$ cat config.mk
export PLATFORM = sky130hd
export DESIGN_NAME = clock_source_pll_control
export DESIGN_NICKNAME = d
export VERILOG_FILES = /design/src/logic/clock_divider.v /design/src/logic/mult_lock_timer.v /design/src/logic/clock_source_pll_control.v
export VERILOG_INCLUDE_DIRS = /design/src /design/src/logic
export SDC_FILE = /design/constraint.sdc
export NUM_CORES = 1
export LEC_CHECK = 0
export ABC_AREA = 1
export BUFFER_PORTS_ARGS = -buffer_cell sky130_fd_sc_hd__buf_2
export CAP_MARGIN = 25
export CORE_AREA = 3 3 181 183
export CTS_CLUSTER_SIZE = 28
export DETAILED_ROUTE_END_ITERATION = 10
export DIE_AREA = 0 0 184 186
export HOLD_SLACK_MARGIN = 0.12
export PLACE_DENSITY = 0.53
export SLEW_MARGIN = 15
export SYNTH_ARGS = -nofsm -noshare
export SYNTH_HDL_FRONTEND = slang
export SYNTH_HIERARCHICAL = 1
export SYNTH_SLANG_ARGS = --single-unit
$ cat constraint.sdc
create_clock -name clk -period 2.1 [get_ports clk]
set_input_delay 0 -clock clk [delete_from_list [all_inputs] [get_ports clk]]
set_output_delay 0 -clock clk [all_outputs]
set_load 0.02 [all_outputs]
$ cat src/logic/clock_control_defs.vh
`ifndef CLOCK_CONTROL_DEFS_VH
`define CLOCK_CONTROL_DEFS_VH

// ----------------------------------------------------------------
// register byte addresses
// ----------------------------------------------------------------
`define ADDR_TRIM        12'h000
`define ADDR_OSC_CTRL    12'h004
`define ADDR_CONFIG      12'h008
`define ADDR_STATUS      12'h00C
`define ADDR_FEATURES    12'h010

// ----------------------------------------------------------------
// trim register fields
// ----------------------------------------------------------------
`define TRIM_TUNE_MSB    5
`define TRIM_MULT_ON     6
`define TRIM_LOW_ORIGIN  7
`define TRIM_RESET       8'h00

// ----------------------------------------------------------------
// oscillator control register fields
// ----------------------------------------------------------------
`define OCTRL_FREQ_LSB   4
`define OCTRL_FREQ_MSB   6
`define OCTRL_RESET      8'h60
`define FREQ_LOWEST      3'h0
`define FREQ_FAST_DIRECT 3'h7

// ----------------------------------------------------------------
// configuration word fields
// ----------------------------------------------------------------
`define CFG_MODE_MSB     2
`define CFG_MULT_OFF     4
`define CFG_DIV_LSB      5
`define CFG_DIV_MSB      6
`define CFG_MULT_CHOICE  10
`define CFG_PRESCALE_LSB 12
`define CFG_PRESCALE_MSB 14
`define CFG_RESET        32'h0000_0017

// ----------------------------------------------------------------
// oscillator modes
// ----------------------------------------------------------------
`define MODE_INT_PLAIN   3'h0
`define MODE_INT_CLKOUT  3'h1
`define MODE_INT_MULT    3'h2
`define MODE_INT_MULT_CO 3'h3
`define MODE_XTAL        3'h4
`define MODE_XTAL_MULT   3'h5
`define MODE_EXT         3'h6
`define MODE_EXT_MULT    3'h7

// ----------------------------------------------------------------
// clock source codes on the status register
// ----------------------------------------------------------------
`define SRC_PRIMARY      3'h0
`define SRC_MULT         3'h1
`define SRC_FAST_INT     3'h2
`define SRC_POSTSCALED   3'h3
`define SRC_SLOW_RC      3'h4

// ----------------------------------------------------------------
// timing
// ----------------------------------------------------------------
`define CLK_HZ           20000000
`define TRIM_SETTLE_NS   1000
`define TRIM_SETTLE_CYC  ((`TRIM_SETTLE_NS * (`CLK_HZ / 1000000) + 999) / 1000)
`define LOCK_CYCLES      16'h0064
`define AXI_OKAY         2'h0
`define AXI_DECERR       2'h3

`endif

$ cat src/logic/clock_divider.v
`timescale 1ns/1ps
// divides a rate-enable by 1..256, one pulse per n input pulses
module clock_divider (
  // clock and reset
  input  wire       clk,
  input  wire       rst_n,
  // control
  input  wire       tick_in,
  input  wire [7:0] ratio_m1,
  // result
  output reg        tick_out
);

  reg [7:0] count_reg;

  always @(posedge clk) begin
    if (!rst_n) begin
      count_reg <= 8'h00;
      tick_out  <= 1'b0;
    end else begin
      tick_out <= 1'b0;
      if (tick_in) begin
        if (count_reg >= ratio_m1) begin
          count_reg <= 8'h00;
          tick_out  <= 1'b1;
        end else begin
          count_reg <= count_reg + 8'h01;
        end
      end
    end
  end

endmodule

$ cat src/logic/mult_lock_timer.v
`timescale 1ns/1ps
// counts lock cycles after the multiplier is enabled; ready drops when disabled
module mult_lock_timer (
  // clock and reset
  input  wire        clk,
  input  wire        rst_n,
  // control
  input  wire        enable,
  input  wire [15:0] lock_cycles,
  // status
  output reg         ready
);

  reg [15:0] count_reg;

  always @(posedge clk) begin
    if (!rst_n) begin
      count_reg <= 16'h0000;
      ready     <= 1'b0;
    end else if (!enable) begin
      count_reg <= 16'h0000;
      ready     <= 1'b0;
    end else if (count_reg >= lock_cycles) begin
      ready <= 1'b1;
    end else begin
      count_reg <= count_reg + 16'h0001;
    end
  end

endmodule

$ cat src/logic/clock_source_pll_control.v
// Local design decisions: the AXI4-Lite slave port and the placing of the registers.
`timescale 1ns/1ps
module clock_source_pll_control (
  // clock and reset
  input  wire        clk,
  input  wire        rst_n,
  // axi4-lite write address
  input  wire [11:0] s_axi_awaddr,
  input  wire        s_axi_awvalid,
  output reg         s_axi_awready,
  // axi4-lite write data
  input  wire [31:0] s_axi_wdata,
  input  wire [3:0]  s_axi_wstrb,
  input  wire        s_axi_wvalid,
  output reg         s_axi_wready,
  // axi4-lite write response
  output reg  [1:0]  s_axi_bresp,
  output reg         s_axi_bvalid,
  input  wire        s_axi_bready,
  // axi4-lite read address
  input  wire [11:0] s_axi_araddr,
  input  wire        s_axi_arvalid,
  output reg         s_axi_arready,
  // axi4-lite read data
  output reg  [31:0] s_axi_rdata,
  output reg  [1:0]  s_axi_rresp,
  output reg         s_axi_rvalid,
  input  wire        s_axi_rready,
  // clock source rate ticks (one per source clock period, scaled)
  input  wire        src_tick,
  // core clock as a rate enable; clock out as a level that toggles every two selected ticks, with its enable
  output reg         core_tick,
  output reg         clock_out_pin,
  output reg         clock_out_en,
  // oscillator controls
  output reg         mult_enable,
  output reg         mult_is_fixed,
  output reg         slow_rc_enable,
  output reg         fast_osc_enable,
  output reg  [2:0]  active_source
);

`include "clock_control_defs.vh"

  localparam [15:0] LOCK_CYCLES = `LOCK_CYCLES;
  localparam integer SETTLE_FULL = `TRIM_SETTLE_CYC;
  localparam [7:0]  SETTLE_CYC  = SETTLE_FULL[7:0];

  // ----------------------------------------------------------------
  // register file
  // ----------------------------------------------------------------
  reg  [7:0]  oscillator_trim_reg;
  reg  [7:0]  oscillator_ctrl_reg;
  reg  [31:0] config_reg;
  reg  [3:0]  feature_reg;
  reg  [7:0]  settle_reg;
  reg  [1:0]  src_sync_reg;

  wire [2:0] oscillator_mode_fuses = config_reg[`CFG_MODE_MSB:0];
  wire       multiplier_off_fuse   = config_reg[`CFG_MULT_OFF];
  wire [1:0] core_divider          = config_reg[`CFG_DIV_MSB:`CFG_DIV_LSB];
  wire       multiplier_choice     = config_reg[`CFG_MULT_CHOICE];
  wire [2:0] prescale_sel          = config_reg[`CFG_PRESCALE_MSB:`CFG_PRESCALE_LSB];
  wire       multiplier_on_bit     = oscillator_trim_reg[`TRIM_MULT_ON];
  wire       low_freq_origin_bit   = oscillator_trim_reg[`TRIM_LOW_ORIGIN];
  wire [2:0] internal_freq_choice  = oscillator_ctrl_reg[`OCTRL_FREQ_MSB:`OCTRL_FREQ_LSB];

  // ----------------------------------------------------------------
  // decode helpers
  // ----------------------------------------------------------------
  function mode_has_mult;
    input [2:0] m;
    begin
      mode_has_mult = (m == `MODE_INT_MULT) || (m == `MODE_INT_MULT_CO) ||
                      (m == `MODE_XTAL_MULT) || (m == `MODE_EXT_MULT);
    end
  endfunction

  function mode_is_ext;
    input [2:0] m;
    begin
      mode_is_ext = (m == `MODE_EXT) || (m == `MODE_EXT_MULT);
    end
  endfunction

  // prescaler ratio minus one for source 4..48 MHz
  function [7:0] prescale_m1;
    input [2:0] s;
    begin
      case (s)
        3'h0: prescale_m1 = 8'h00;
        3'h1: prescale_m1 = 8'h01;
        3'h2: prescale_m1 = 8'h02;
        3'h3: prescale_m1 = 8'h03;
        3'h4: prescale_m1 = 8'h04;
        3'h5: prescale_m1 = 8'h05;
        3'h6: prescale_m1 = 8'h09;
        default: prescale_m1 = 8'h0B;
      endcase
    end
  endfunction

  // ----------------------------------------------------------------
  // source tick synchroniser
  // ----------------------------------------------------------------
  always @(posedge clk) begin
    if (!rst_n) begin
      src_sync_reg <= 2'b00;
    end else begin
      src_sync_reg <= {src_sync_reg[0], src_tick};
    end
  end

  reg src_prev_reg;
  always @(posedge clk) begin
    if (!rst_n) begin
      src_prev_reg <= 1'b0;
    end else begin
      src_prev_reg <= src_sync_reg[1];
    end
  end
  wire src_edge = src_sync_reg[1] & ~src_prev_reg;

  // ----------------------------------------------------------------
  // multiplier enable and lock
  // ----------------------------------------------------------------
  wire mult_want = mode_has_mult(oscillator_mode_fuses) &&
                   (multiplier_on_bit || !multiplier_off_fuse);
  wire mult_ready;

  mult_lock_timer u_lock (
    .clk         (clk),
    .rst_n       (rst_n),
    .enable      (mult_want),
    .lock_cycles (LOCK_CYCLES),
    .ready       (mult_ready)
  );

  // fixed path: prescale source to 4 MHz, x24 to 96 MHz, /2 gives 48 MHz
  // 4x path: four output ticks per input tick, modelled by scaling the rate
  wire pre_tick;
  clock_divider u_pre (
    .clk      (clk),
    .rst_n    (rst_n),
    .tick_in  (src_edge),
    .ratio_m1 (prescale_m1(prescale_sel)),
    .tick_out (pre_tick)
  );

  reg [3:0] burst_reg;
  always @(posedge clk) begin
    if (!rst_n) begin
      burst_reg <= 4'h0;
    end else if (multiplier_choice ? pre_tick : src_edge) begin
      burst_reg <= multiplier_choice ? 4'hC : 4'h4; // 48/4 = 12, or 4x
    end else if (burst_reg != 4'h0) begin
      burst_reg <= burst_reg - 4'h1;
    end
  end
  wire mult_tick = mult_ready && (burst_reg != 4'h0);

  // ----------------------------------------------------------------
  // source selection, switched only on a source tick boundary
  // ----------------------------------------------------------------
  reg [2:0] src_next;
  always @* begin
    src_next = `SRC_PRIMARY;
    if (oscillator_mode_fuses < `MODE_XTAL) begin
      if (internal_freq_choice == `FREQ_FAST_DIRECT) begin
        src_next = `SRC_FAST_INT;
      end else if (internal_freq_choice == `FREQ_LOWEST && !low_freq_origin_bit) begin
        src_next = `SRC_SLOW_RC;
      end else begin
        src_next = `SRC_POSTSCALED;
      end
    end
    if (mult_want && mult_ready) begin
      src_next = `SRC_MULT;
    end
  end

  // postscaler ratio over the 8 MHz rate, lowest is divide by 256
  reg [7:0] post_m1;
  always @* begin
    case (internal_freq_choice)
      3'h0: post_m1 = 8'hFF;
      3'h1: post_m1 = 8'h7F;
      3'h2: post_m1 = 8'h3F;
      3'h3: post_m1 = 8'h1F;
      3'h4: post_m1 = 8'h07;
      3'h5: post_m1 = 8'h03;
      3'h6: post_m1 = 8'h01;
      default: post_m1 = 8'h00;
    endcase
  end

  wire post_tick;
  clock_divider u_post (
    .clk      (clk),
    .rst_n    (rst_n),
    .tick_in  (src_edge),
    .ratio_m1 (post_m1),
    .tick_out (post_tick)
  );

  // the switch waits for a tick so no partial period reaches the core
  wire any_tick = src_edge | mult_tick;
  always @(posedge clk) begin
    if (!rst_n) begin
      active_source <= `SRC_PRIMARY;
    end else if (any_tick || active_source == src_next) begin
      active_source <= src_next;
    end
  end

  reg sel_tick;
  always @* begin
    case (active_source)
      `SRC_MULT:       sel_tick = mult_tick;
      `SRC_POSTSCALED: sel_tick = post_tick;
      default:         sel_tick = src_edge;
    endcase
  end

  // ----------------------------------------------------------------
  // core divider and clock out
  // ----------------------------------------------------------------
  reg [2:0] core_cnt_reg;
  reg [1:0] out_cnt_reg;
  wire [2:0] core_m1 = (core_divider == 2'h0) ? 3'h0 :
                       (core_divider == 2'h1) ? 3'h1 :
                       (core_divider == 2'h2) ? 3'h2 : 3'h5;

  always @(posedge clk) begin
    if (!rst_n) begin
      core_cnt_reg  <= 3'h0;
      out_cnt_reg   <= 2'h0;
      core_tick     <= 1'b0;
      clock_out_pin <= 1'b0;
      clock_out_en  <= 1'b0;
    end else begin
      core_tick <= 1'b0;
      if (sel_tick) begin
        if (core_cnt_reg >= core_m1) begin
          core_cnt_reg <= 3'h0;
          core_tick    <= 1'b1;
        end else begin
          core_cnt_reg <= core_cnt_reg + 3'h1;
        end
        out_cnt_reg <= out_cnt_reg + 2'h1;
        if (out_cnt_reg == 2'h1 || out_cnt_reg == 2'h3) begin
          clock_out_pin <= ~clock_out_pin;
        end
      end
      clock_out_en <= mode_is_ext(oscillator_mode_fuses) ||
                      oscillator_mode_fuses == `MODE_INT_CLKOUT ||
                      oscillator_mode_fuses == `MODE_INT_MULT_CO;
    end
  end

  // ----------------------------------------------------------------
  // oscillator enables
  // ----------------------------------------------------------------
  always @(posedge clk) begin
    if (!rst_n) begin
      mult_enable     <= 1'b0;
      mult_is_fixed   <= 1'b0;
      slow_rc_enable  <= 1'b1;
      fast_osc_enable <= 1'b1;
    end else begin
      mult_enable     <= mult_want;
      mult_is_fixed   <= multiplier_choice;
      // the core still runs from it until the switch lands on a tick
      slow_rc_enable  <= (src_next == `SRC_SLOW_RC) || (active_source == `SRC_SLOW_RC) ||
                         (feature_reg != 4'h0);
      fast_osc_enable <= oscillator_mode_fuses < `MODE_XTAL;
    end
  end

  // ----------------------------------------------------------------
  // axi4-lite slave
  // ----------------------------------------------------------------
  reg        aw_held_reg;
  reg        w_held_reg;
  reg [11:0] awaddr_reg;
  reg [31:0] wdata_reg;
  reg [3:0]  wstrb_reg;
  wire       do_write = aw_held_reg && w_held_reg && !s_axi_bvalid;

  always @(posedge clk) begin
    if (!rst_n) begin
      aw_held_reg         <= 1'b0;
      w_held_reg          <= 1'b0;
      awaddr_reg          <= 12'h000;
      wdata_reg           <= 32'h0000_0000;
      wstrb_reg           <= 4'h0;
      s_axi_awready       <= 1'b0;
      s_axi_wready        <= 1'b0;
      s_axi_bvalid        <= 1'b0;
      s_axi_bresp         <= `AXI_OKAY;
      oscillator_trim_reg <= `TRIM_RESET;
      oscillator_ctrl_reg <= `OCTRL_RESET;
      config_reg          <= `CFG_RESET;
      feature_reg         <= 4'h0;
      settle_reg          <= 8'h00;
    end else begin
      s_axi_awready <= !aw_held_reg && !s_axi_awready && s_axi_awvalid;
      s_axi_wready  <= !w_held_reg && !s_axi_wready && s_axi_wvalid;
      if (s_axi_awready && s_axi_awvalid) begin
        aw_held_reg <= 1'b1;
        awaddr_reg  <= s_axi_awaddr;
      end
      if (s_axi_wready && s_axi_wvalid) begin
        w_held_reg <= 1'b1;
        wdata_reg  <= s_axi_wdata;
        wstrb_reg  <= s_axi_wstrb;
      end
      if (settle_reg != 8'h00) begin
        settle_reg <= settle_reg - 8'h01;
      end
      if (do_write) begin
        aw_held_reg  <= 1'b0;
        w_held_reg   <= 1'b0;
        s_axi_bvalid <= 1'b1;
        s_axi_bresp  <= `AXI_OKAY;
        if (awaddr_reg == `ADDR_TRIM) begin
          if (wstrb_reg[0]) begin
            oscillator_trim_reg <= wdata_reg[7:0];
            settle_reg          <= SETTLE_CYC;
          end
        end else if (awaddr_reg == `ADDR_OSC_CTRL) begin
          if (wstrb_reg[0]) oscillator_ctrl_reg <= wdata_reg[7:0];
        end else if (awaddr_reg == `ADDR_CONFIG) begin
          if (wstrb_reg[0]) config_reg[7:0]   <= wdata_reg[7:0];
          if (wstrb_reg[1]) config_reg[15:8]  <= wdata_reg[15:8];
          if (wstrb_reg[2]) config_reg[23:16] <= wdata_reg[23:16];
          if (wstrb_reg[3]) config_reg[31:24] <= wdata_reg[31:24];
        end else if (awaddr_reg == `ADDR_FEATURES) begin
          if (wstrb_reg[0]) feature_reg <= wdata_reg[3:0];
        end else if (awaddr_reg != `ADDR_STATUS) begin
          s_axi_bresp <= `AXI_DECERR;
        end
      end else if (s_axi_bvalid && s_axi_bready) begin
        s_axi_bvalid <= 1'b0;
      end
    end
  end

  // the settle counter is internal only: no completion is ever reported
  always @(posedge clk) begin
    if (!rst_n) begin
      s_axi_arready <= 1'b0;
      s_axi_rvalid  <= 1'b0;
      s_axi_rdata   <= 32'h0000_0000;
      s_axi_rresp   <= `AXI_OKAY;
    end else begin
      s_axi_arready <= !s_axi_arready && !s_axi_rvalid && s_axi_arvalid;
      if (s_axi_arready && s_axi_arvalid) begin
        s_axi_rvalid <= 1'b1;
        s_axi_rresp  <= `AXI_OKAY;
        if (s_axi_araddr == `ADDR_TRIM) begin
          s_axi_rdata <= {24'h00_0000, oscillator_trim_reg};
        end else if (s_axi_araddr == `ADDR_OSC_CTRL) begin
          s_axi_rdata <= {24'h00_0000, oscillator_ctrl_reg};
        end else if (s_axi_araddr == `ADDR_CONFIG) begin
          s_axi_rdata <= config_reg;
        end else if (s_axi_araddr == `ADDR_STATUS) begin
          s_axi_rdata <= {26'h000_0000, mult_ready, mult_enable, 1'b0, active_source};
        end else if (s_axi_araddr == `ADDR_FEATURES) begin
          s_axi_rdata <= {28'h000_0000, feature_reg};
        end else begin
          s_axi_rdata <= 32'h0000_0000;
          s_axi_rresp <= `AXI_DECERR;
        end
      end else if (s_axi_rvalid && s_axi_rready) begin
        s_axi_rvalid <= 1'b0;
      end
    end
  end

endmodule

==> out/metrics.cfg <==
[synth]
synth_area_leaders = dfxtp_1 42%, nand2_1 11%, a21oi_1 7.0%
ys.flop_type = dfxtp_1
synthMuxAreaShare_pct = 0
yosysMostFrequentCell = nand2_1
async_flop_share_pct = 0
synth_area_um2 = 9330
synthXorXnorAreaFrac_pct = 1.88
yosys.area.top_type_share_pct = 42.5
yosysUniqueCellTypes = 43
synth_top_family_by_area = simple AND/OR/NAND/NOR gates
synthSimpleGateAreaFrac_pct = 26.4
synth_commonest_cells = 284 x nand2_1, 198 x dfxtp_1, 167 x inv_1, 155 x nor2_1, 130 x a21oi_1
synth_compound_area_share_pct = 14.2
synthAdderAreaFrac_pct = 5.63
syn_inst = 1287
yosysSeqAreaShare_pct = 42.5
synth-edff-count = 0
syn_avg_cell_area_um2 = 7.25
ys_warn_count = 6
ys_seq_elements = 198
synth_top_cell_by_area = dfxtp_1

[setup_path]
rrSetupSlack_ps = 180
critPathKind = primary input to register
timing.rr.start = burst_reg[1]
cp_max_fo = 5
rr_endpoint = core_cnt_reg[2]
startpoint_type = primary input
slowest_delay_ps = 560
worst-path-buf-inv = 5
critPathMostFrequentCell = dlygate4sd3_1
r2r_cells = 10
end_kind = register
worstPathArrival_ps = 2340
cp_top_family = buffers and inverters
cp.required_ps = 2460
cpMaxStageDelayCell = dlygate4sd3_1
cp_cell_sequence = dlygate4sd3_1, buf_2, nor3_2, dlygate4sd3_1, buf_4, nand3_1, dlygate4sd3_1, a41oi_1

[detailed_routing]
vias = 8357
wl_um = 22900
drt_iter0_drc = 348
routedWlPerCell_um = 12.1
drc = 0
routed_via_density = 4.40
drt_pass1_iterations = 4
ant_nets = 0

[timing]
finalSetupTns_ps = 0
period_minus_slack_ps = 1980
fmax_mhz = 506
slew_viol_final = 0
whs_ps = 155
rsz0062_at_grt = false
finalSetupViolCount = 0
fin_skew_ps = 15.8
hold_violations = 0
finalCritPeriodShare_pct = 94.1

[clocking]
path_clk_slew_ps = 80
tritoncts = built
cts_buffer_depth = 2
cts_sinks = 198
cts_made_buffers = 17
htree_levels = 4
clk-insertion-delay-late_ps = 440
post_cts_buffers = 0
cts-root-buf = clkbuf_16

[pwr]
cellPowerDensity_nw_per_um2 = 685
leakagePower_uw = 0.00520
finalPower_uw = 8020
ir_worst_vdd_uv = 430

[hold_path]
hold_depth = 7
min-delay-start = s_axi_araddr[4]
hold_class = primary input to register
hold_path_end = s_axi_rdata[2]

[run]
maxCapViolCount = 0

[die]
core_area_um2 = 31400
die_x_um = 184
fp.dieH_um = 186
rows = 65
start_util_pct = 29.7
dieArea_um2 = 34200
num_io_pins = 119

[global_route]
grt_max_degree = 104
grt_overflow = 0
antenna_found_initial = 0
grt_usage_pct = 13.8
grt_pass1_wl_um = 38400
grt_pass1_vias = 7873

[layout]
seq_area_um2 = 3960
area_growth_syn_to_layout_pct = 25.5
layout.nets = 1593
antenna-diode-count = 0
fill_cells = 3343
multi_input_area_um2 = 4570
drive_gt1_share_pct = 14.4

[outcome]
status = finished, final reports clean

[place]
port_buffers = 118
dp_hpwl_um = 16400
place.gp.congestion = 0.817

## final cells by class
class,count,area share (%)
flip-flops and latches,198,33.8
clock buffers,18,3.66
inverters,170,5.45
multi-input cells,890,39.1
repair buffers,206,12.3
clock inverters,14,1.38
well taps,402,4.30
## metal layers
metal  routed length (µm)  vias up  global-route usage, %
li1                     -     4477                      -
met1                11100     3738                   17.4
met2                10700      119                   23.7
met3                  831       23                   3.03
met4                  348        0                   4.02
met5                    0        -                      0
## tightest hold or removal path, stage by stage
cell	delay, ps
buf_2	100
inv_1	40
nor2_1	50
nand4_1	80
o21ai_0	90
o21bai_1	130
a21oi_1	60
## cell families (layout without fill, tap and decap cells)
kind of cell	after synthesis	count (layout)
and+or+nand+nor	559	559
AOI/OAI and AO/OA	249	249
buffers and inverters	217	408
DFF	198	198
adders and majority gates	42	42
xor gates and xnor gates	20	20
other	2	20
## per-stage QoR
| stage | setup slack, ps | std cells | utilization, % | cell area (µm²) |
|---|---|---|---|---|
| 2_1_floorplan | 400 | 1305 | - | 9400 |
| 3_3_place_gp | 97.1 | 1801 | 33.3 | 10500 |
| 3_5_place_dp | 30.8 | 1801 | 33.3 | 10500 |
| 4_1_cts | 7.63 | 1898 | 37.3 | 11700 |
| 5_1_grt | 9.40 | 1898 | 37.3 | 11700 |
| 6_report | 123 | 1898 | 37.3 | 11700 |
## power by group
part	switching, µW	leakage [µW]	internal [µW]	total [µW]
clock	1610	0.000280	1700	3300
sequential	71.6	0.00160	3860	3930
combinational	452	0.00331	330	782
## worst max-delay path by stage
stage                                from         endpoint  slack, ps  depth (start not counted)
after floorplan              burst_reg[0]  core_cnt_reg[2]        400                         10
after detailed placement     burst_reg[0]  core_cnt_reg[2]         30                         10
after CTS                    burst_reg[1]  core_cnt_reg[2]          8                         10
final                     s_axi_araddr[3]   s_axi_rdata[7]        120                          8
after global placement       burst_reg[0]  core_cnt_reg[2]        100                         10
after global routing         burst_reg[0]  core_cnt_reg[2]          9                         10
## repair_timing
item,4_1_cts,5_1_grt
endpoints found under the setup margin,0,6
gates resized for setup,0,3
endpoints found under the hold margin,81,0
hold buffers,65,0
## layout by cell type (no fill, tap or decap), types with 3 or more instances in the layout
master and count:
inv_8 4, a21o_1 3, clkinvlp_4 3, nor3_1 15, nand3_1 51, clkbuf_16 17, nand4_1 14, nor3_2 4
nand2_4 6, nor2_2 3, nand2_1 283, ha_1 42, dfxtp_1 198, buf_4 22, xnor2_1 10, buf_2 117
nor3_4 5, dlygate4sd3_1 65, nand3_2 4, nand2_2 8, o21ai_0 92, a21oi_1 130, conb_1 20, xor2_1 10
a31oi_1 3, o211ai_1 8, nor2_4 4, nor2_1 155, inv_1 166
No activity file was read; power rests on OpenSTA's default activity.
